$ cat src/hw/sssi_pkg.sv
/*
 * Shared constants and types of the serial controller status/interrupt block:
 * register offsets, status bit positions, reset values and the state record.
 * Assumes a single 100 MHz clock domain and a simple strobe register port.
 */
package sssi_pkg;

   localparam int ADDR_W = 8;
   localparam int DATA_W = 32;
   localparam int CNT_W  = 16;
   localparam int SYNC_W = 16;

   // Register byte offsets
   localparam logic [ADDR_W-1:0] OFS_CONTROL        = 8'h00;
   localparam logic [ADDR_W-1:0] OFS_TX_FRAME_MODE  = 8'h04;
   localparam logic [ADDR_W-1:0] OFS_TX_HOLDING     = 8'h08;
   localparam logic [ADDR_W-1:0] OFS_RX_HOLDING     = 8'h0C;
   localparam logic [ADDR_W-1:0] OFS_TX_SYNC_HOLD   = 8'h10;
   localparam logic [ADDR_W-1:0] OFS_STATUS_FLAGS   = 8'h14;
   localparam logic [ADDR_W-1:0] OFS_IRQ_EN_SET     = 8'h18;
   localparam logic [ADDR_W-1:0] OFS_IRQ_EN_CLEAR   = 8'h1C;
   localparam logic [ADDR_W-1:0] OFS_IRQ_MASK_VIEW  = 8'h20;
   localparam logic [ADDR_W-1:0] OFS_TX_DMA_CNT     = 8'h24;
   localparam logic [ADDR_W-1:0] OFS_TX_DMA_NEXT    = 8'h28;
   localparam logic [ADDR_W-1:0] OFS_RX_DMA_CNT     = 8'h2C;
   localparam logic [ADDR_W-1:0] OFS_RX_DMA_NEXT    = 8'h30;

   // Control register command bits (write only, self clearing)
   localparam int CTL_TX_ON  = 0;
   localparam int CTL_TX_OFF = 1;
   localparam int CTL_RX_ON  = 2;
   localparam int CTL_RX_OFF = 3;

   // Frame mode field position
   localparam int TFM_EDGE_SEL = 24;

   // Status bit positions
   localparam int ST_TX_READY     = 0;
   localparam int ST_TX_DRAINED   = 1;
   localparam int ST_TX_CNT_DONE  = 2;
   localparam int ST_TX_BUF_EMPTY = 3;
   localparam int ST_RX_READY     = 4;
   localparam int ST_RX_OVERRUN   = 5;
   localparam int ST_RX_CNT_DONE  = 6;
   localparam int ST_RX_BUF_FULL  = 7;
   localparam int ST_TX_SYNC      = 10;
   localparam int ST_RX_SYNC      = 11;
   localparam int ST_TX_ON        = 16;
   localparam int ST_RX_ON        = 17;

   // Interrupt-capable status bits
   localparam logic [DATA_W-1:0] IRQ_BITS_MASK = 32'h0000_0CFF;

   localparam logic [CNT_W-1:0]  CNT_RESET  = 16'h0000;
   localparam logic [SYNC_W-1:0] SYNC_RESET = 16'h0000;
   localparam logic [DATA_W-1:0] WORD_RESET = 32'h0000_0000;

   typedef struct packed {
      logic              wr;
      logic              rd;
      logic [ADDR_W-1:0] addr;
      logic [DATA_W-1:0] wdata;
   } sssi_bus_req_t;

   typedef struct packed {
      logic [DATA_W-1:0] rdata;
      logic [DATA_W-1:0] tx_word;
      logic [DATA_W-1:0] rx_word;
      logic [SYNC_W-1:0] tx_sync_bits;
      logic [CNT_W-1:0]  tx_cnt;
      logic [CNT_W-1:0]  tx_next_cnt;
      logic [CNT_W-1:0]  rx_cnt;
      logic [CNT_W-1:0]  rx_next_cnt;
      logic [DATA_W-1:0] irq_mask;
      logic              edge_sel;
      logic              tx_on;
      logic              rx_on;
      logic              tx_hold_full;
      logic              tx_shift_busy;
      logic              rx_hold_full;
      logic              tx_cnt_done;
      logic              rx_cnt_done;
      logic              rx_overrun;
      logic              tx_sync_seen;
      logic              rx_sync_seen;
      logic              fs_meta;
      logic              fs_sync;
      logic              fs_prev;
      logic              irq;
   } sssi_state_t;

endpackage : sssi_pkg

$ cat src/hw/sssi_top.sv
/*
 * Status flags, interrupt mask and transmit frame-sync holding register of a
 * synchronous serial controller, plus the transmit/receive holding handshake
 * and the peripheral DMA counters whose values drive the buffer flags.
 * Assumes: shifter, receiver and DMA engine run on CLK_IN and talk through
 * one-cycle pulses; the transmit frame-sync pin is asynchronous.
 */
// Implementation choices: the register addresses and the address-and-strobe port.
// Notes on behaviour
// - Frame-sync holding payload sits right-justified in bits 15..0; upper bits unused.
// - Status bit 0 is 1 when transmit holding is empty, 0 while word waits.
// - Status bit 1 is 1 when no word waits or shifts: after reset, or once the last written word was fully sent.
// - Bit 2 sets when transmit counter hits zero; counter writes clear it.
// - Bit 3 is 1 exactly when transmit counter and next-counter are zero.
// - Bit 4 is 1 while the receive holding register holds an unread word.
// - Bit 5 sets when a word overwrites an unread one; status read clears.
// - Bit 6 sets when receive counter hits zero; counter writes clear it.
// - Bit 7 is 1 exactly when receive counter and next-counter are zero.
// - Bit 10 sets on transmit frame sync, stays until status read.
// - Bit 11 sets on receive frame sync, stays until status read.
// - Bits 16 and 17 show transmitter and receiver enabled.
// - Writing 1 to enable-set turns that interrupt on; 0 changes nothing.
// - Writing 1 to enable-clear turns that interrupt off; 0 changes nothing.
// - Mask view reads 1 for each enabled interrupt, same bit layout.
// - Transmit sync flag uses rising edge when select is 0, falling when 1.
module sssi_top (
   input  wire logic                   CLK_IN,
   input  wire logic                   RESET_IN,
   input  wire sssi_pkg::sssi_bus_req_t BUS_REQ_IN,
   output logic [sssi_pkg::DATA_W-1:0] BUS_RDATA_OUT,
   output logic [sssi_pkg::DATA_W-1:0] TX_WORD_OUT,
   output logic                        TX_WORD_VALID_OUT,
   input  wire logic                   TX_LOAD_IN,
   input  wire logic                   TX_SHIFT_DONE_IN,
   output logic [sssi_pkg::SYNC_W-1:0] TX_SYNC_BITS_OUT,
   input  wire logic                   TX_FSYNC_PIN_IN,
   input  wire logic                   RX_LOAD_IN,
   input  wire logic [sssi_pkg::DATA_W-1:0] RX_WORD_IN,
   input  wire logic                   RX_SYNC_EVENT_IN,
   input  wire logic                   TX_DMA_XFER_IN,
   input  wire logic                   RX_DMA_XFER_IN,
   output logic                        TX_ENABLE_OUT,
   output logic                        RX_ENABLE_OUT,
   output logic                        IRQ_OUT
);
   import sssi_pkg::*;

   sssi_state_t       state;
   sssi_state_t       next_state;
   logic [DATA_W-1:0] status_word;
   logic [DATA_W-1:0] next_status_word;
   logic              wr_hit;
   logic              rd_hit;
   logic [ADDR_W-1:0] addr;
   logic [DATA_W-1:0] wdata;
   logic              fs_event;
   logic              status_read;
   logic              tx_cnt_write;
   logic              rx_cnt_write;
   logic              tx_take;
   logic              tx_cnt_hits_zero;
   logic              rx_cnt_hits_zero;

   // Packs a state record into the status layout
   function automatic logic [DATA_W-1:0] pack_status(input sssi_state_t s);
      logic [DATA_W-1:0] w;
      w                  = WORD_RESET;
      w[ST_TX_READY]     = ~s.tx_hold_full;
      w[ST_TX_DRAINED]   = ~s.tx_hold_full & ~s.tx_shift_busy;
      w[ST_TX_CNT_DONE]  = s.tx_cnt_done;
      w[ST_TX_BUF_EMPTY] = (s.tx_cnt == CNT_RESET)
                           && (s.tx_next_cnt == CNT_RESET);
      w[ST_RX_READY]     = s.rx_hold_full;
      w[ST_RX_OVERRUN]   = s.rx_overrun;
      w[ST_RX_CNT_DONE]  = s.rx_cnt_done;
      w[ST_RX_BUF_FULL]  = (s.rx_cnt == CNT_RESET)
                           && (s.rx_next_cnt == CNT_RESET);
      w[ST_TX_SYNC]      = s.tx_sync_seen;
      w[ST_RX_SYNC]      = s.rx_sync_seen;
      w[ST_TX_ON]        = s.tx_on;
      w[ST_RX_ON]        = s.rx_on;
      return w;
   endfunction

   assign addr  = BUS_REQ_IN.addr;
   assign wdata = BUS_REQ_IN.wdata;
   assign wr_hit = BUS_REQ_IN.wr;
   assign rd_hit = BUS_REQ_IN.rd;

   assign status_word = pack_status(state);

   // Edge of the synchronised pin; meta stage feeds only fs_sync
   assign fs_event = state.edge_sel ? (state.fs_prev & ~state.fs_sync)
                                    : (~state.fs_prev & state.fs_sync);

   assign status_read  = rd_hit && (addr == OFS_STATUS_FLAGS);
   assign tx_cnt_write = wr_hit && ((addr == OFS_TX_DMA_CNT) || (addr == OFS_TX_DMA_NEXT));
   assign rx_cnt_write = wr_hit && ((addr == OFS_RX_DMA_CNT) || (addr == OFS_RX_DMA_NEXT));

   // Shifter only takes a word that is actually waiting
   assign tx_take = TX_LOAD_IN && state.tx_hold_full;

   // A transfer pulse on a zero counter is ignored
   assign tx_cnt_hits_zero = TX_DMA_XFER_IN && (state.tx_cnt == {{(CNT_W-1){1'b0}}, 1'b1});
   assign rx_cnt_hits_zero = RX_DMA_XFER_IN && (state.rx_cnt == {{(CNT_W-1){1'b0}}, 1'b1});

   always_comb begin
      next_state = state;
      next_state.rdata = WORD_RESET;

      // Two-flop synchroniser plus edge history
      next_state.fs_meta = TX_FSYNC_PIN_IN;
      next_state.fs_sync = state.fs_meta;
      next_state.fs_prev = state.fs_sync;

      // Control commands; disable wins if both set
      if (wr_hit && (addr == OFS_CONTROL)) begin
         if (wdata[CTL_TX_ON]) begin
            next_state.tx_on = 1'b1;
         end
         if (wdata[CTL_TX_OFF]) begin
            next_state.tx_on = 1'b0;
         end
         if (wdata[CTL_RX_ON]) begin
            next_state.rx_on = 1'b1;
         end
         if (wdata[CTL_RX_OFF]) begin
            next_state.rx_on = 1'b0;
         end
      end

      if (wr_hit && (addr == OFS_TX_FRAME_MODE)) begin
         next_state.edge_sel = wdata[TFM_EDGE_SEL];
      end

      if (wr_hit && (addr == OFS_TX_SYNC_HOLD)) begin
         next_state.tx_sync_bits = wdata[SYNC_W-1:0];
      end

      // Transmit holding and shifter occupancy
      if (tx_take) begin
         next_state.tx_hold_full  = 1'b0;
         next_state.tx_shift_busy = 1'b1;
      end else if (TX_SHIFT_DONE_IN) begin
         next_state.tx_shift_busy = 1'b0;
      end
      // A write in the load cycle refills the holding register
      if (wr_hit && (addr == OFS_TX_HOLDING)) begin
         next_state.tx_word      = wdata;
         next_state.tx_hold_full = 1'b1;
      end

      // Receive holding; reading it empties it, new load wins
      if (rd_hit && (addr == OFS_RX_HOLDING)) begin
         next_state.rx_hold_full = 1'b0;
      end

      // Read-to-clear flags; set below overrides clear
      if (status_read) begin
         next_state.rx_overrun   = 1'b0;
         next_state.tx_sync_seen = 1'b0;
         next_state.rx_sync_seen = 1'b0;
      end

      if (RX_LOAD_IN) begin
         next_state.rx_word      = RX_WORD_IN;
         next_state.rx_hold_full = 1'b1;
         if (state.rx_hold_full && !(rd_hit && (addr == OFS_RX_HOLDING))) begin
            next_state.rx_overrun = 1'b1;
         end
      end

      if (fs_event) begin
         next_state.tx_sync_seen = 1'b1;
      end
      if (RX_SYNC_EVENT_IN) begin
         next_state.rx_sync_seen = 1'b1;
      end

      // Transmit DMA counters: reload from next when count runs out
      if (TX_DMA_XFER_IN && (state.tx_cnt != CNT_RESET)) begin
         next_state.tx_cnt = state.tx_cnt - {{(CNT_W-1){1'b0}}, 1'b1};
         if (tx_cnt_hits_zero && (state.tx_next_cnt != CNT_RESET)) begin
            next_state.tx_cnt      = state.tx_next_cnt;
            next_state.tx_next_cnt = CNT_RESET;
         end
      end
      if (tx_cnt_write) begin
         next_state.tx_cnt_done = 1'b0;
      end
      if (wr_hit && (addr == OFS_TX_DMA_CNT)) begin
         next_state.tx_cnt = wdata[CNT_W-1:0];
      end
      if (wr_hit && (addr == OFS_TX_DMA_NEXT)) begin
         next_state.tx_next_cnt = wdata[CNT_W-1:0];
      end
      if (tx_cnt_hits_zero) begin
         next_state.tx_cnt_done = 1'b1;
      end

      // Receive DMA counters, same scheme
      if (RX_DMA_XFER_IN && (state.rx_cnt != CNT_RESET)) begin
         next_state.rx_cnt = state.rx_cnt - {{(CNT_W-1){1'b0}}, 1'b1};
         if (rx_cnt_hits_zero && (state.rx_next_cnt != CNT_RESET)) begin
            next_state.rx_cnt      = state.rx_next_cnt;
            next_state.rx_next_cnt = CNT_RESET;
         end
      end
      if (rx_cnt_write) begin
         next_state.rx_cnt_done = 1'b0;
      end
      if (wr_hit && (addr == OFS_RX_DMA_CNT)) begin
         next_state.rx_cnt = wdata[CNT_W-1:0];
      end
      if (wr_hit && (addr == OFS_RX_DMA_NEXT)) begin
         next_state.rx_next_cnt = wdata[CNT_W-1:0];
      end
      if (rx_cnt_hits_zero) begin
         next_state.rx_cnt_done = 1'b1;
      end

      // Interrupt enables; clear applied after set
      if (wr_hit && (addr == OFS_IRQ_EN_SET)) begin
         next_state.irq_mask = state.irq_mask | (wdata & IRQ_BITS_MASK);
      end
      if (wr_hit && (addr == OFS_IRQ_EN_CLEAR)) begin
         next_state.irq_mask = state.irq_mask & ~(wdata & IRQ_BITS_MASK);
      end

      // Read data, answered the cycle after the strobe
      if (rd_hit) begin
         if (addr == OFS_CONTROL) begin
            next_state.rdata = WORD_RESET;
         end else if (addr == OFS_TX_FRAME_MODE) begin
            next_state.rdata = WORD_RESET;
            next_state.rdata[TFM_EDGE_SEL] = state.edge_sel;
         end else if (addr == OFS_RX_HOLDING) begin
            next_state.rdata = state.rx_word;
         end else if (addr == OFS_TX_SYNC_HOLD) begin
            next_state.rdata = {{(DATA_W-SYNC_W){1'b0}}, state.tx_sync_bits};
         end else if (addr == OFS_STATUS_FLAGS) begin
            next_state.rdata = status_word;
         end else if (addr == OFS_IRQ_MASK_VIEW) begin
            next_state.rdata = state.irq_mask;
         end else if (addr == OFS_TX_DMA_CNT) begin
            next_state.rdata = {{(DATA_W-CNT_W){1'b0}}, state.tx_cnt};
         end else if (addr == OFS_TX_DMA_NEXT) begin
            next_state.rdata = {{(DATA_W-CNT_W){1'b0}}, state.tx_next_cnt};
         end else if (addr == OFS_RX_DMA_CNT) begin
            next_state.rdata = {{(DATA_W-CNT_W){1'b0}}, state.rx_cnt};
         end else if (addr == OFS_RX_DMA_NEXT) begin
            next_state.rdata = {{(DATA_W-CNT_W){1'b0}}, state.rx_next_cnt};
         end else begin
            // Write-only and unmapped addresses read as zero
            next_state.rdata = WORD_RESET;
         end
      end

      // Registered from the next state so the pin tracks the flags exactly
      next_status_word = pack_status(next_state);
      next_state.irq   = |(next_status_word & next_state.irq_mask & IRQ_BITS_MASK);
   end

   always_ff @(posedge CLK_IN) begin
      if (RESET_IN) begin
         state              <= '0;
         state.tx_word      <= WORD_RESET;
         state.rx_word      <= WORD_RESET;
         state.tx_sync_bits <= SYNC_RESET;
         state.tx_cnt       <= CNT_RESET;
         state.tx_next_cnt  <= CNT_RESET;
         state.rx_cnt       <= CNT_RESET;
         state.rx_next_cnt  <= CNT_RESET;
         state.irq_mask     <= WORD_RESET;
      end else begin
         state <= next_state;
      end
   end

   assign BUS_RDATA_OUT     = state.rdata;
   assign TX_WORD_OUT       = state.tx_word;
   assign TX_WORD_VALID_OUT = state.tx_hold_full;
   assign TX_SYNC_BITS_OUT  = state.tx_sync_bits;
   assign TX_ENABLE_OUT     = state.tx_on;
   assign RX_ENABLE_OUT     = state.rx_on;
   assign IRQ_OUT           = state.irq;

endmodule // sssi_top

$ cat config.mk
export PLATFORM = sky130hd
export DESIGN_NAME = sssi_top
export DESIGN_NICKNAME = d
export VERILOG_FILES = /design/src/hw/sssi_pkg.sv /design/src/hw/sssi_top.sv
export SDC_FILE = /design/constraint.sdc
export NUM_CORES = 1
export LEC_CHECK = 0
export ABC_CLOCK_PERIOD_IN_PS = 3250
export BUFFER_PORTS_ARGS = -buffer_cell sky130_fd_sc_hd__buf_2
export CAP_MARGIN = 15
export CORE_ASPECT_RATIO = 1.25
export CORE_UTILIZATION = 35
export DETAILED_ROUTE_END_ITERATION = 16
export GPL_TIMING_DRIVEN = 0
export PLACE_DENSITY = 0.62
export SYNTH_ARGS = -nofsm -noshare
export SYNTH_HDL_FRONTEND = slang
export SYNTH_SLANG_ARGS = --single-unit
$ cat constraint.sdc
create_clock -name CLK_IN -period 3.25 [get_ports CLK_IN]
set_input_delay 0.65 -clock CLK_IN [delete_from_list [all_inputs] [get_ports CLK_IN]]
set_output_delay 0.65 -clock CLK_IN [all_outputs]
set_load 0.01 [all_outputs]
Word-level counts from Yosys, hierarchy flattened
Index checks and enable logic that the tools add are counted.
{"block": "totals", "regBits": 223, "in_bits": 83, "out_inout_bits": 84, "wordCells": 141}
{"block": "classes", "n_addsub": 2, "eq_ne": 14, "muxes": 40, "bitwise_logic": 15, "n_reduce_logical": 45}
{"op": "$mux 32", "count": 10}
{"op": "$logic_not 16->1", "count": 8}
{"op": "$mux 16", "count": 8}
{"op": "$reduce_bool 16->1", "count": 4}
{"op": "$eq 8x6->1 const B", "count": 5}
{"op": "$and 32x32->32", "count": 1}
{"op": "$eq 16x1->1 const B", "count": 2}
{"op": "$eq 8x5->1 const B", "count": 4}
{"op": "$not 12->32", "count": 1}
{"op": "$or 32x12->32", "count": 1}
{"op": "$sub 16x1->16 const B", "count": 2}
{"op": "$logic_and 1x1->1", "count": 26}
{"op": "$mux 25", "count": 1}
{"op": "$mux 1", "count": 19}
{"op": "$eq 8x4->1 const B", "count": 2}
{"op": "$and 12x12->12", "count": 1}
{"op": "$reduce_or 10->1", "count": 1}
{"op": "$eq 8x3->1 const B", "count": 1}
{"op": "$logic_not 8->1", "count": 1}
{"op": "$not 1->1", "count": 7}
{"op": "$and 1x1->1", "count": 4}
{"op": "$reduce_or 4->1", "count": 1}
{"op": "$mux 3", "count": 1}
{"op": "$reduce_or 3->1", "count": 1}
{"op": "other kinds (3)", "count": 4}

Depth between registers and ports, before layout
{"block": "depth", "ltp_word": 10, "mapped_depth": 12, "ltp_nobuf": 11}

Worst setup path before layout
OpenSTA, ideal clock, no wires.
{"block": "synth_path", "kind": "input port to flip-flop", "startpoint": "in BUS_REQ_IN[35] (netlist name)", "endpoint": "reg state, in the netlist IRQ_OUT", "arrival_ns": 2.793, "required_ns": 3.125, "setup_slack_ns": 0.332, "cell_stages": 11, "n_path_buf": 2, "path_cell_list": "buf_2 -> or4_1 -> buf_2 -> nor4_4 -> nand2_1 -> a31oi_1 -> o22ai_1 -> a2111oi_0 -> a31oi_1 -> a31oi_1 -> o31ai_2"}
{"block": "synth_via", "elab_chain_len": 8, "elab_cells_between_ends": 52}
{"item": "from (decl)", "line": "sssi_top.sv:29", "text": "input wire sssi_pkg::sssi_bus_req_t BUS_REQ_IN,"}
{"item": "parallel branches: the longest is 6 deep, another holds $mux 16"}
{"item": "$and 12x12->12 *", "line": "sssi_top.sv:261", "text": "next_state.irq = |(next_status_word & next_state.irq_mask & IRQ_BITS_MASK);"}
{"item": "$reduce_or 10->1 *", "line": "sssi_top.sv:261"}
{"item": "to (signal assigned)", "line": "sssi_top.sv:276", "text": "state <= next_state;"}
{"item": "to (decl)", "line": "sssi_top.sv:48", "text": "sssi_state_t state;"}
Mark *: on every way between the ends.
A chain may end at the register's enable or synchronous reset.

Final worst setup path
{"block": "layout_path", "startpoint": "reg state[107] (netlist name)", "endpoint": "reg state, in the netlist IRQ_OUT"}
{"block": "layout_via", "elab_chain_len": 10, "elab_cells_between_ends": 16}
{"item": "parallel branches: the longest is 8 deep, another holds $sub 16x1->16"}
{"item": "$and 12x12->12 *", "line": "sssi_top.sv:261"}
{"item": "$reduce_or 10->1 *", "line": "sssi_top.sv:261"}
Marks and branches as above.

==> impl_metrics.py <==
metrics = {
    "outcome": {
        "outcome": "completed",
    },
    "yosys": {
        "synth.area.top_cells": "dfxtp_1, buf_4, nand2_1",
        "syn_area_um2": 9790,
        "synthDistinctLibCells": 68,
        "synth_flop_cell": "dfxtp_1",
        "synth-warning-count": 0,
        "async_flop_share_pct": 0,
        "yosys.area.top_type_share_pct": 41.1,
        "yosysTopAreaCell": "dfxtp_1",
        "synthCells": 1198,
        "syn_nets": 1285,
        "synth.avg_cell_area_um2": 8.17,
        "yosysSeqAreaShare_pct": 41.1,
        "synth_edf_count": 0,
        "ys_ff_latch": 201,
    },
    "power": {
        "power_mw": 8.49,
        "powerDensity_nw_per_um2": 711,
        "peakVddDrop_mv": 0.334,
        "p_leak_nw": 4.99,
    },
    "cells_and_area": {
        "final_nets": 1470,
        "multi_input_area_um2": 4890,
        "final_core_utilization_pct": 43.3,
        "seq_area_um2": 4030,
        "fin_area_um2": 11900,
        "area_delta_synth_final_pct": 22.0,
        "drive_above_1_share_pct": 22.9,
        "fillerInstances": 2818,
        "antennaDiodeCount": 0,
    },
    "placement": {
        "place_congestion": 0.979,
        "dpl_worst_slack_ps": -828,
        "placed_area_um2": 11000,
        "portBuffers": 155,
        "place.detailed.hpwl_mm": 28.3,
    },
    "clock_network": {
        "worstSkewPairLatency_ps": 530,
        "cts.reportedPaths.clkPinSlew_ps": 60,
        "cts_root_buf": "clkbuf_16",
        "cts_buffer_depth": 3,
        "cts_made_buffers": 23,
        "htreeDepth": 1,
        "tritoncts": "built",
        "cts.sinks": 201,
    },
    "die": {
        "rows": 68,
        "fp.dieH_um": 189,
        "initial_core_util_pct": 35.5,
        "io_pins": 167,
        "coreArea_um2": 27600,
        "die_x_um": 152,
        "dieArea_um2": 28600,
    },
    "sta": {
        "rsz0062_at_grt": "false",
        "relSlewSlack_pct": 29.3,
        "period_minus_slack_ps": 3110,
        "drv_slew": 0,
        "worst_slack_ps": 136,
        "whs_ps": 329,
        "skew_ps": 15.7,
        "setup_viol": 0,
        "worst_pin_slew_ps": 1060,
        "period_share_pct": 95.8,
        "max_freq_mhz": 321,
        "hold_viol_final": 0,
    },
    "setup_path": {
        "cp.arrival_ps": 3550,
        "crit_required_ps": 3690,
        "ff2ff_path_depth": 12,
        "critical_path.startpoint_type": "flop",
        "worstSetupStartpoint": "state[107]$_SDFF_PP0_",
        "rrSetupSlack_ps": 140,
        "r2r_start": "state[107]$_SDFF_PP0_",
        "setup.worst_path.end": "IRQ_OUT$_SDFF_PP0_",
        "r2r-end": "IRQ_OUT$_SDFF_PP0_",
        "path_class": "flop to flop",
        "path_max_fanout": 9,
        "critPathCaptureType": "flop",
    },
    "grt": {
        "grt_usage_pct": 26.1,
        "grt_pass1_vias": 9317,
        "grt_pass1_wl_mm": 56.4,
        "grt_start_max_net_pins": 14,
        "grt_antenna_before_repair": 0,
        "gr-total-overflow": 0,
    },
    "drt": {
        "routed_wl_mm": 38.1,
        "vias": 9744,
        "wl_per_cell_um": 21.8,
        "drt-pass1-iter-count": 5,
        "viasPerCell": 5.58,
        "drc": 0,
        "ant_nets": 0,
        "drtIter0Drc": 958,
    },
    "flow_run": {
        "maxCapViolations": 0,
    },
    "hold_path": {
        "hold_class": "input port to flop",
    },
}
-- power by group --
| part | total (mW) | switching (mW) | internal (mW) | leakage [nW] |
|---|---|---|---|---|
| logic | 2.89 | 1.78 | 1.11 | 3.00 |
| registers | 2.94 | 0.282 | 2.66 | 1.63 |
| clock network | 2.65 | 1.11 | 1.54 | 0.362 |
-- stage by stage --
step,instances,TNS [ps]
3_5_place_dp,1703,-5400
3_3_place_gp,1703,-5780
6_report,1747,0
2_1_floorplan,1198,0
4_1_cts,1745,0
5_1_grt,1747,0
-- state kept, by name, summed over array words and instances, names as in the netlist --
register           cells
next_state             2
TX_WORD_VALID_OUT      1
TX_SYNC_BITS_OUT      16
TX_WORD_OUT           32
RX_ENABLE_OUT          1
state                115
BUS_RDATA_OUT         32
TX_ENABLE_OUT          1
IRQ_OUT                1
-- routing by layer --
metal  vias to the layer above  part of all wire [%]  track usage (%)
li1                       4588                     -                -
met1                      4582                    41             33.4
met2                       468                    46             42.6
met3                       106                   7.7             4.36
met4                         0                   4.5             11.8
met5                         -                     0                0
-- placed cells by master, fill, tap and decap left out, types with 5 or more instances in the layout --
master,Yosys,layout
nor3b_1,10,8
nand4_1,13,13
inv_1,15,15
clkbuf_16,0,23
o22ai_1,8,8
a211oi_1,14,13
dfxtp_1,201,200
or4_1,7,7
buf_4,81,87
nor2_1,148,146
nor2b_1,18,18
nand2_1,149,149
a22oi_1,44,44
o21ai_0,26,26
and2_1,19,19
a21oi_1,100,100
buf_2,7,163
nand3_1,16,16
xnor2_1,7,7
nor4_1,26,23
and3_1,10,10
a221oi_1,8,8
a21o_1,5,5
o31ai_1,7,7
nor3_1,15,15
mux2i_1,53,52
a31oi_1,22,22
a222oi_1,13,13
nor4_2,3,6
clkbuf_1,78,77
-- synth_stat cells, types with 5 or more instances --
cell type / instances
nor2_1: 148
nand3_1: 16
or4_1: 7
a221oi_1: 8
inv_1: 15
a2111oi_0: 5
mux2i_1: 53
a31oi_1: 22
buf_4: 81
xnor2_1: 7
a21oi_1: 100
nor4_1: 26
nor3_1: 15
a21o_1: 5
a211oi_1: 14
dfxtp_1: 201
a222oi_1: 13
o22ai_1: 8
o31ai_1: 7
and3_1: 10
and2_1: 19
clkbuf_1: 78
o21ai_0: 26
nor2b_1: 18
nand4_1: 13
nor3b_1: 10
buf_2: 7
nand2_1: 149
a22oi_1: 44
-- timing repair --
action	CTS	global route
hold buffers	0	0
endpoints found under the setup margin	11	11
gates cloned	0	0
gates resized for setup	12	22
pin swaps	1	1
endpoints found under the hold margin	0	0
setup buffers	4	2
-- worst min-delay path by stage --
stage,from,end,cells after the start
3_5_place_dp,next_state[2]$_SDFF_PP0_,next_state[1]$_SDFF_PP0_,1
4_1_cts,TX_FSYNC_PIN_IN,next_state[2]$_SDFF_PP0_,2
5_1_grt,TX_FSYNC_PIN_IN,next_state[2]$_SDFF_PP0_,2
3_3_place_gp,next_state[2]$_SDFF_PP0_,next_state[1]$_SDFF_PP0_,1
6_report,TX_FSYNC_PIN_IN,next_state[2]$_SDFF_PP0_,2
2_1_floorplan,next_state[2]$_SDFF_PP0_,next_state[1]$_SDFF_PP0_,1
-- worst max-delay path: stages, from the launching register on --
cell and delay (ps):
dfxtp_1 290, clkbuf_1 220, nor4_2 500, nand4_1 230
buf_4 220, buf_4 150, nor3_1 200, a21oi_1 70
a31oi_1 270, nand4_1 240, nor4_1 320, a31oi_1 220
o31ai_2 110
-- final cells by class --
| cell class | count | share of cell area (%) |
|---|---|---|
| Buffer | 169 | 7.98 |
| Clock buffer | 31 | 5.32 |
| Sequential cell | 201 | 33.7 |
| Timing Repair Buffer | 161 | 6.87 |
| Tap cell | 350 | 3.67 |
| Multi-Input combinational cell | 812 | 41.0 |
| Inverter | 15 | 0.471 |
| Clock inverter | 8 | 0.985 |
-- kinds of logic (layout without fill, tap and decap cells) --
kind of cell	count (synthesis)	count (layout)	share of synthesized area (%)
buffers and inverters	185	384	10.3
flip-flops	201	201	41.1
AO/OA/AOI/OAI	287	287	19.4
multiplexers	53	53	5.42
XOR/XNOR	8	8	0.716
AND/OR/NAND/NOR	460	460	22.5
adder cells (fa/ha/maj)	4	4	0.511
(Power assumes the default switching activity.)
